==> config.mk <==
export PLATFORM = sky130hd
export DESIGN_NAME = mfc_config_regs
export DESIGN_NICKNAME = d
export VERILOG_FILES = /design/src/shared/mfc_pkg.sv /design/src/mfc_field_bank.sv /design/src/mfc_config_regs.sv
export SDC_FILE = /design/constraint.sdc
export NUM_CORES = 1
export LEC_CHECK = 0
export ABC_CLOCK_PERIOD_IN_PS = 2300
export BUFFER_PORTS_ARGS = -buffer_cell sky130_fd_sc_hd__buf_2
export CELL_PAD_IN_SITES_DETAIL_PLACEMENT = 0
export CELL_PAD_IN_SITES_GLOBAL_PLACEMENT = 1
export CORE_MARGIN = 2
export CORE_UTILIZATION = 38
export CTS_BUF_LIST = sky130_fd_sc_hd__clkbuf_4 sky130_fd_sc_hd__clkbuf_8 sky130_fd_sc_hd__clkbuf_16
export DETAILED_ROUTE_END_ITERATION = 10
export PLACE_DENSITY = 0.77
export RECOVER_POWER = 100
export SYNTH_ARGS = -nofsm -noshare
export SYNTH_HDL_FRONTEND = slang
export SYNTH_SLANG_ARGS = --single-unit
export TNS_END_PERCENT = 100
==> constraint.sdc <==
create_clock -name clk_in -period 2.3 [get_ports clk_in]
set_input_delay 0.23 -clock clk_in [delete_from_list [all_inputs] [get_ports clk_in]]
set_output_delay 0.23 -clock clk_in [all_outputs]
set_load 0.02 [all_outputs]
==> src/shared/mfc_pkg.sv <==
// Purpose: Constants and carrier types for the frame and FIFO threshold register slice.
// Assumes: Word-indexed register port, byte address equals four times the index.
// Notes:   Offsets are register indexes; the reduced variant fixes all seven fields, station words stay writable.
package mfc_pkg;

    localparam int unsigned      MFC_ADDR_W         = 10;
    localparam int unsigned      MFC_DATA_W         = 32;
    localparam int unsigned      MFC_FIELD_W        = 16;

    // Register indexes; the byte address is four times the index.
    localparam logic [7:0]       MFC_IDX_STA_LO     = 8'h03;
    localparam logic [7:0]       MFC_IDX_STA_HI     = 8'h04;
    localparam logic [7:0]       MFC_IDX_MAX_LEN    = 8'h05;
    localparam logic [7:0]       MFC_IDX_PAUSE      = 8'h06;
    localparam logic [7:0]       MFC_IDX_RX_DRAIN   = 8'h07;
    localparam logic [7:0]       MFC_IDX_RX_FWD     = 8'h08;
    localparam logic [7:0]       MFC_IDX_TX_DRAIN   = 8'h09;
    localparam logic [7:0]       MFC_IDX_TX_FWD     = 8'h0a;
    localparam logic [7:0]       MFC_IDX_RX_LOW     = 8'h0b;

    localparam logic [15:0]      MFC_MAX_LEN_RST    = 16'h05ee;
    localparam logic [15:0]      MFC_ZERO_RST       = 16'h0000;
    localparam logic [15:0]      MFC_FWD_FIXED      = 16'h0010;
    localparam logic [15:0]      MFC_DRAIN_MARGIN   = 16'h0010;
    localparam logic [15:0]      MFC_LOW_FIXED      = 16'h0008;
    localparam logic [31:0]      MFC_WORD_ZERO      = 32'h0000_0000;
    localparam logic [15:0]      MFC_HALF_ZERO      = 16'h0000;

    // Station address as stored: byte 0 in bits 7:0 of the low word.
    typedef struct packed {
        logic [15:0] hi;
        logic [31:0] lo;
    } mfc_station_t;

    // Thresholds and lengths handed to the MAC datapath.
    typedef struct packed {
        logic [15:0] max_len;
        logic [15:0] pause;
        logic [15:0] rx_drain;
        logic [15:0] rx_fwd;
        logic [15:0] tx_drain;
        logic [15:0] tx_fwd;
        logic [15:0] rx_low;
    } mfc_cfg_t;

    // Register port request from software.
    typedef struct packed {
        logic [9:0]  addr;
        logic [31:0] wdata;
        logic        wr;
        logic        rd;
    } mfc_req_t;

endpackage

==> src/mfc_field_bank.sv <==
// Purpose: Small storage of sixteen-bit configuration fields with a registered read port.
// Assumes: One write and one read port on the same clock.
// Notes:   Read data appear one cycle after the read address.
`timescale 1ns/10ps
module mfc_field_bank
    import mfc_pkg::*;
#(
    parameter int unsigned DEPTH = 8                   // number of fields
) (
    input  wire logic                     clk_in,        // register clock
    input  wire logic                     rst_in,        // synchronous reset
    input  wire logic                     we_in,         // write enable
    input  wire logic [$clog2(DEPTH)-1:0] waddr_in,      // write index
    input  wire logic [15:0]              wdata_in,      // write data
    input  wire logic [$clog2(DEPTH)-1:0] raddr_in,      // read index
    input  wire logic [DEPTH*16-1:0]      init_in,       // reset image
    output logic      [15:0]              rdata_out,     // registered read data
    output logic      [DEPTH*16-1:0]      image_out      // whole contents
);

    if (DEPTH < 2) begin : g_depth_check
        $error("mfc_field_bank: DEPTH must be at least 2");
    end

    logic [DEPTH-1:0][15:0] mem_q;

    // Reset loads a constant image supplied by the parent as tied constants.
    always_ff @(posedge clk_in) begin
        if (rst_in) begin
            mem_q     <= init_in;
            rdata_out <= MFC_HALF_ZERO;
        end else begin
            if (we_in) begin
                mem_q[waddr_in] <= wdata_in;
            end
            rdata_out <= mem_q[raddr_in];
        end
    end

    assign image_out = mem_q;

endmodule

==> src/mfc_config_regs.sv <==
// Purpose: Frame length, pause quanta and FIFO threshold registers of a 10/100/1000 MAC.
// Assumes: Plain register port, read data one cycle after the read strobe.
// Notes:   REDUCED selects the variant with fixed, read-only fields and no flow control; station words stay writable.
`timescale 1ns/10ps
module mfc_config_regs
    import mfc_pkg::*;
#(
    parameter bit          REDUCED    = 1'b0,          // fixed-field variant
    parameter int unsigned FIFO_DEPTH = 2048           // FIFO depth in words
) (
    input  wire logic              clk_in,             // register clock, 200 MHz
    input  wire logic              rst_in,             // synchronous reset
    input  wire logic [9:0]        addr_in,            // byte address
    input  wire logic [31:0]       wdata_in,           // write data
    input  wire logic              wr_in,              // write strobe
    input  wire logic              rd_in,              // read strobe
    input  wire logic              congested_in,       // local congestion request
    input  wire logic              rx_len_valid_in,    // receive frame length strobe
    input  wire logic [15:0]       rx_len_in,          // receive frame length
    output logic      [31:0]       rdata_out,          // read data
    output mfc_station_t           station_out,        // station address
    output mfc_cfg_t               cfg_out,            // thresholds and lengths
    output logic                   pause_send_out,     // pause frame request pulse
    output logic [15:0]            pause_quanta_out,   // quanta for pause frame
    output logic                   rx_too_long_out     // frame exceeded length pulse
);

    // The fixed drain level must stay positive and fit the sixteen-bit field.
    if (FIFO_DEPTH <= 16 || FIFO_DEPTH > 65535) begin : g_depth_check
        $error("mfc_config_regs: FIFO_DEPTH out of range");
    end

    // Fixed drain level of the reduced variant, depth less the margin.
    localparam logic [15:0] DRAIN_FIXED = 16'(FIFO_DEPTH) - MFC_DRAIN_MARGIN;

    // Field registers sit at consecutive indexes, so a slot is the offset from the first.
    function automatic logic [2:0] field_slot(input logic [7:0] idx);
        field_slot = 3'(idx - MFC_IDX_MAX_LEN);
    endfunction

    function automatic logic is_field(input logic [7:0] idx);
        is_field = (idx >= MFC_IDX_MAX_LEN) && (idx <= MFC_IDX_RX_LOW);
    endfunction

    ////////////////////////////////////////////////////////////////////////////
    // Everything the slice remembers outside the field bank, except the read index ridx_q, lives in this one record.
    typedef struct packed {
        mfc_station_t station;
        logic         rd_field;
        logic [31:0]  rdata;
        logic         pause_send;
        logic         congested;
        logic         too_long;
        mfc_cfg_t     cfg;
    } mfc_state_t;

    mfc_state_t s_q;
    mfc_state_t s_d;
    mfc_req_t   req;
    logic [7:0] widx;
    logic [7:0] ridx;
    logic       fld_we;
    logic [15:0] fld_rdata;
    logic [127:0] fld_image;
    logic [127:0] fld_init;
    mfc_cfg_t   live;

    assign req  = '{addr: addr_in, wdata: wdata_in, wr: wr_in, rd: rd_in};
    assign widx = req.addr[9:2];
    assign ridx = req.addr[9:2];

    // Reduced variant rejects field writes; slot order follows the index order.
    assign fld_we   = req.wr && is_field(widx) && !REDUCED;
    assign fld_init = {MFC_HALF_ZERO, MFC_ZERO_RST, MFC_ZERO_RST, MFC_ZERO_RST,
                       MFC_ZERO_RST, MFC_ZERO_RST, MFC_ZERO_RST, MFC_MAX_LEN_RST};

    mfc_field_bank #(
        .DEPTH     (8)
    ) u_bank (
        .clk_in    (clk_in),
        .rst_in    (rst_in),
        .we_in     (fld_we),
        .waddr_in  (field_slot(widx)),
        .wdata_in  (req.wdata[15:0]),
        .raddr_in  (field_slot(ridx)),
        .init_in   (fld_init),
        .rdata_out (fld_rdata),
        .image_out (fld_image)
    );

    // Live values: stored fields, or the fixed values in the reduced variant.
    // The reduced variant never looks at the bank, so its values cannot drift.
    always_comb begin
        if (REDUCED) begin
            live.max_len  = MFC_MAX_LEN_RST;
            live.pause    = MFC_ZERO_RST;
            live.rx_drain = DRAIN_FIXED;
            live.rx_fwd   = MFC_FWD_FIXED;
            live.tx_drain = DRAIN_FIXED;
            live.tx_fwd   = MFC_FWD_FIXED;
            live.rx_low   = MFC_LOW_FIXED;
        end else begin
            live.max_len  = fld_image[15:0];
            live.pause    = fld_image[31:16];
            live.rx_drain = fld_image[47:32];
            live.rx_fwd   = fld_image[63:48];
            live.tx_drain = fld_image[79:64];
            live.tx_fwd   = fld_image[95:80];
            live.rx_low   = fld_image[111:96];
        end
    end

    ////////////////////////////////////////////////////////////////////////////
    always_comb begin
        s_d            = s_q;
        s_d.cfg        = live;
        s_d.rd_field   = req.rd && is_field(ridx);
        s_d.congested  = congested_in;
        // One pause request per rising edge of congestion; none when reduced.
        s_d.pause_send = congested_in && !s_q.congested && !REDUCED;
        // The limit is the registered copy shown on cfg_out, so the flag and the
        // published limit never disagree in the cycle after a length write.
        s_d.too_long   = rx_len_valid_in && (rx_len_in > s_q.cfg.max_len);
        // Station words are storage in both variants; the high word keeps its low half.
        if (req.wr && (widx == MFC_IDX_STA_LO)) begin
            s_d.station.lo = req.wdata;
        end
        if (req.wr && (widx == MFC_IDX_STA_HI)) begin
            s_d.station.hi = req.wdata[15:0];
        end
        // Read data stand only in the cycle after the strobe; unmapped reads give zero.
        s_d.rdata = MFC_WORD_ZERO;
        if (req.rd && (ridx == MFC_IDX_STA_LO)) begin
            s_d.rdata = s_d.station.lo;
        end
        if (req.rd && (ridx == MFC_IDX_STA_HI)) begin
            s_d.rdata = {MFC_HALF_ZERO, s_d.station.hi};
        end
    end

    // Reset restores the defaults; the reduced fixed values take over one edge later.
    always_ff @(posedge clk_in) begin
        if (rst_in) begin
            s_q     <= '0;
            s_q.cfg <= '{max_len: MFC_MAX_LEN_RST, default: MFC_ZERO_RST};
        end else begin
            s_q <= s_d;
        end
    end

    ////////////////////////////////////////////////////////////////////////////
    // Field reads come from the bank register; the reduced variant shows fixed values.
    function automatic logic [15:0] fixed_of(input logic [7:0] idx, input mfc_cfg_t c);
        case (idx)
            MFC_IDX_MAX_LEN:  fixed_of = c.max_len;
            MFC_IDX_PAUSE:    fixed_of = c.pause;
            MFC_IDX_RX_DRAIN: fixed_of = c.rx_drain;
            MFC_IDX_RX_FWD:   fixed_of = c.rx_fwd;
            MFC_IDX_TX_DRAIN: fixed_of = c.tx_drain;
            MFC_IDX_TX_FWD:   fixed_of = c.tx_fwd;
            MFC_IDX_RX_LOW:   fixed_of = c.rx_low;
            default:          fixed_of = MFC_HALF_ZERO;
        endcase
    endfunction

    // The read index is kept so the reduced variant can pick its fixed value a cycle later.
    logic [7:0] ridx_q;

    always_ff @(posedge clk_in) begin
        if (rst_in) begin
            ridx_q <= 8'h00;
        end else begin
            ridx_q <= ridx;
        end
    end

    // A registered flag picks the source, so the word never depends on the live address.
    // This last selection is not a flip-flop: the bank already spends the read cycle.
    always_comb begin
        if (s_q.rd_field) begin
            rdata_out = {MFC_HALF_ZERO,
                         REDUCED ? fixed_of(ridx_q, s_q.cfg) : fld_rdata};
        end else begin
            rdata_out = s_q.rdata;
        end
    end

    // All outputs but rdata_out are plain register copies; the quanta output feeds the pause builder.
    assign station_out      = s_q.station;
    assign cfg_out          = s_q.cfg;
    assign pause_send_out   = s_q.pause_send;
    assign pause_quanta_out = s_q.cfg.pause;
    assign rx_too_long_out  = s_q.too_long;

endmodule

* Word-level counts from Yosys, hierarchy flattened *
Cells that the tools add are included.

storage, ports and cells
  register bits = 340
  input bits = 64
  output and inout port bits = 210
  word-level logic and storage cells = 55

operators by class
  add/subtract/negate cells = 1
  order comparisons = 5
  equality and inequality tests = 2
  multiplexer cells = 10
  bitwise operators = 1
  reductions and logical operators = 12

operators by type and width
  cell                 number
  $bwmux 128           1
  $mux 16              5
  $mux 32              2
  $bmux 16 s3          1
  $demux 16 s3         1
  $gt 16x16->1         1
  $logic_and 1x1->1    10
  $eq 8x2->1 const B   1
  $eq 8x3->1 const B   1
  $ge 8x3->1 const B   1
  $le 8x4->1 const B   1
  $lt 3x4->1 const B   1
  $ge 3x1->1 const B   1
  $reduce_or 3->1      1
  $sub 3x3->3 const B  1
  $logic_not 1->1      1
  $not 1->1            1

* Logic depth before layout (Yosys ltp) *
  depth in word-level cells = 6
  gate-level depth with buffers = 9

* Cells and area by module *
From an unflattened synthesis, not the netlist that was laid out.

second synthesis, totals
  cell total of the unflattened synthesis = 1286
  area, all modules = 14863.0 um^2

modules (own cells, without submodules)
  module           times used  cells each  area each (um^2)
  mfc_config_regs  1           797         8056.5
  mfc_field_bank   1           489         6806.5

* Worst setup path after synthesis *
OpenSTA, ideal clock, no wires.

  path type = input port to flip-flop
  start point = input port addr_in[2]
  end point = register u_bank.mem_q (netlist bit u_bank.image_out[73])
  setup time = 0.132 ns
  arrival = 2.024 ns
  required time = 2.168 ns
  setup slack = 0.143 ns
  stages = 8
  buffers on the path = 2
  path through = clkbuf_1 -> inv_1 -> ha_1 -> xnor2_1 -> nand3_1 -> clkbuf_1 -> o31ai_1 -> a21oi_1

on the way
  longest elaborated chain between the ends = 6
  elaborated cells on any way between the ends = 11

RTL lines
  item                                                            RTL line               source
  from (decl)                                                     mfc_config_regs.sv:13  input wire logic [9:0] addr_in,
  $sub 3x3->3                                                     mfc_config_regs.sv:38  field_slot = 3'(idx - MFC_IDX_MAX_LEN);
  $lt 3x4->1 (implied by the code) or $ge 3x1->1 (tied branches)  mfc_field_bank.sv:34   mem_q[waddr_in] <= wdata_in;
  $logic_and 1x1->1 (implied by the code)                         mfc_field_bank.sv:34
  $mux 16 (implied by the code)                                   mfc_field_bank.sv:34
  $demux 16 s3                                                    -
  $bwmux 128                                                      mfc_field_bank.sv:34
  to (signal assigned)                                            mfc_field_bank.sv:30   mem_q <= init_in;
  to (signal, indexed assignment)                                 mfc_field_bank.sv:34
  to (decl)                                                       mfc_field_bank.sv:25   logic [DEPTH-1:0][15:0] mem_q;

Several ways; a longest one is shown, not always the timed one.
A chain may end at the register's enable or synchronous reset.

* Worst setup path in the final report *
  start point = register s_q[147] (netlist bit)
  end point = output port rdata_out[13]

on the way
  longest elaborated chain between the ends = 1

RTL lines
  item         RTL line                source
  from (decl)  mfc_config_regs.sv:57   mfc_state_t s_q;
  $mux 32      mfc_config_regs.sv:180  if (s_q.rd_field) begin
  to (decl)    mfc_config_regs.sv:20   output logic [31:0] rdata_out,

Every way passes these cells.

==> results.yml <==
timing:
  finalHoldViolations: 0
  fin_crit_sh_pct: 88.26
  slew_violations: 0
  period_needed_ns: 2.030
  max_slew.worst_pin.slew_ns: 1.463
  rsz0062_at_grt: "no"
  max_freq_ghz: 0.4926
  fin_worst_skew_ns: 0.01949
  relSlewSlack_pct: 2.455
  setup_slack_ns: 0.2701
  hold-worst-slack_ns: 0.04875
  finalSetupViolCount: 0
  tns_ns: 0
route:
  drt-initial-drc-count: 1167
  drt-vias-per-instance: 5.491
  totalWireLength_um: 45910
  drc: 0
  ant_nets: 0
  dr.pass1.iters: 5
  routed-via-count: 11730
  wl_per_cell_um: 21.48
run:
  max-cap-violations: 0
global_routing:
  grt-ovfl-total: 0
  grt_pass1_wl_um: 67650
  grtUsageTotal_pct: 22.28
  grt_antenna_before_repair: 2
  grt_max_degree: 131
  grt_pass1_vias: 10990
synth:
  synthCells: 1545
  synth_nets: 1629
  synthesis.area_sq_um: 14540
  synthDistinctLibCells: 43
  async_reset_ff_share_pct: 0
  synth_flop_cell: "dfxtp_1"
  ys_seq_area_share_pct: 46.82
  synth_seq_cells: 340
  synth-edff-count: 0
  syn_area_per_cell_sq_um: 9.410
  yosysWarnings: 0
power:
  p_leak_nw: 6.054
  peakVddDrop_mv: 0.3861
  p_per_area_nw_per_um2: 802.7
critical_path:
  crit_buf_inv: 2
  path_class: "reg2out"
  crit_chain: "buf_4 -> mux2_2 -> clkbuf_1"
  crit_required_ns: 2.07
  worstSetupStartpointType: "register"
  slowest_stage: "mux2_2"
  cp_max_fo: 32
  timing.rr.end: "rx_too_long_out$_SDFF_PP0_"
  cp_top_family: "buffers and inverters"
  slowest_delay_ns: 0.39
  r2r_cells: 6
  r2r-start: "cfg_out[103]$_SDFF_PP1_"
  worstSetupEndpointType: "output port"
  reg2reg_slack_ns: 0.57
  worstPathArrival_ns: 1.80
floorplanning:
  die_h_um: 199.6
  core_sq_um: 37670
  pin_count: 274
  die_width_um: 199.6
  die_area_sq_um: 39840
  rows: 71
  start_util_pct: 38.60
clock_tree:
  postCtsResizedCells: 0
  numCtsBuffers: 38
  cts.sinks: 340
  cts_tree: "done"
  htreeDepth: 2
  clk_pin_slew_ns: 0.06
  hold_buffers: 18
  clock_latency_ns: 0.54
  clockBufferDepth: 3
  cts_root_buf: "clkbuf_16"
  post_cts_buffers: 0
layout:
  area_growth_pct: 13.67
  final_area_sq_um: 16530
  drive_above_1_share_pct: 13.12
  nets: 1682
worst_hold_path:
  holdPathEnd: "rx_too_long_out$_SDFF_PP0_"
  hold_class: "in2reg"
  min_from: "rx_len_valid_in"
  whs_path_depth: 4
run_status:
  status: "completed"
placed_design:
  gp_congestion: 0.8778
  placed_area_sq_um: 15360
  dpl_worst_slack_ns: 0.2447
  dpl.hpwl_um: 31110
  numPortBuffers: 271
-- final cells by class --
cell class	instances	area [sq um]
well taps	511	639.4
repair buffers	343	1893
clock inverters	17	252.7
flip-flops and latches	340	6807
multi-input cells	841	5702
diodes	2	5.005
clock buffers	49	1101
inverters	34	127.6
fillers	3767	21140
-- routing by layer --
layer | part of all wire (%) | track usage, % | routed length [um] | vias up
li1 | - | - | - | 5456
met1 | 42 | 29.48 | 19410 | 5641
met2 | 46 | 35.02 | 21160 | 530
met3 | 7.4 | 4.709 | 3420 | 107
met4 | 4.2 | 9.657 | 1915 | 0
met5 | 0 | 0 | 0 | -
-- state kept, by name, summed over array words and instances (netlist names) --
name,count
cfg_out,96
pause_quanta_out,16
station_out,48
u_bank.rdata_out,16
pause_send_out,1
u_bank.image_out,128
rx_too_long_out,1
s_q,34
-- cell usage in the layout, fill, tap and decap left out, drive strengths merged, types with 2 or more instances in the layout --
cell type    count
nor2b          158
dlygate4sd3     18
nand3            8
clkbuf         265
nor3             3
o31ai          120
nand2b           5
diode            2
ha              20
a22oi           64
buf            109
nor4            10
mux2i           48
o21ai            2
bufinv           6
a41oi           16
a21oi          127
nand2           12
nand4          122
dfxtp          340
inv             36
nor2            56
a31oi            8
o21bai           8
or2              8
o32ai           16
clkinv           8
mux2            16
-- through the flow --
stage / total power, mW / util [%] / std cells
2_1_floorplan: 6.471 / - / 1545
3_3_place_gp: 6.826 / 40.77 / 2051
3_5_place_dp: 6.831 / 40.77 / 2051
4_1_cts: 13.38 / 44.84 / 2135
5_1_grt: 13.65 / 43.86 / 2135
6_report: 13.27 / 43.88 / 2137
-- worst max path at each step --
stage / startpoint / end / depth (start not counted) / slack (ns)
floorplan: addr_in[2] / u_bank.image_out[73]$_SDFFE_PP0P_ / 8 / 0.14
finish: s_q[147]$_SDFF_PP0_ / rdata_out[13] / 3 / 0.27
global placement: addr_in[2] / u_bank.rdata_out[8]$_SDFF_PP0_ / 9 / 0.26
CTS: s_q[147]$_SDFF_PP0_ / rdata_out[10] / 3 / 0.26
global route: addr_in[9] / u_bank.image_out[24]$_SDFFE_PP0P_ / 6 / 0.14
detailed placement: addr_in[2] / u_bank.rdata_out[8]$_SDFF_PP0_ / 9 / 0.24
-- worst register-to-register path: cells and delay by family, from the launching register on --
family | cells | cell delay, ns
adders and majority gates | 1 | 0.28
buffers and inverters | 1 | 0.05
AOI/OAI and AO/OA | 4 | 0.93
DFF | 1 | 0.35
-- synth_stat cells, types with 17 or more instances --
cell / count / share of area [%]
a21oi_1: 127 / 4.4
clkbuf_1: 130 / 3.4
nor2b_1: 158 / 6.8
dfxtp_1: 340 / 47
a22oi_1: 64 / 3.3
mux2i_1: 48 / 3.3
ha_1: 20 / 1.7
nand4_1: 122 / 5.2
buf_4: 178 / 9.2
o31ai_1: 120 / 6.2
inv_1: 34 / 0.88
buf_2: 17 / 0.59
nor2_1: 56 / 1.4
-- power by group --
group,internal (mW),total (mW),switching (mW)
Combinational,0.227,0.814,0.587
Clock,4.06,6.54,2.48
Sequential,5.90,5.91,0.0107
Total,10.2,13.3,3.08
-- cell families after synthesis --
family / count (synthesis) / synth area share, %
buffers and inverters: 364 / 14.14
flip-flops: 340 / 46.82
multiplexers: 64 / 4.544
AO/OA/AOI/OAI: 367 / 16.96
AND/OR/NAND/NOR: 388 / 15.70
XOR/XNOR: 2 / 0.1205
adder cells (fa/ha/maj): 20 / 1.721
(Power assumes the default switching activity.)
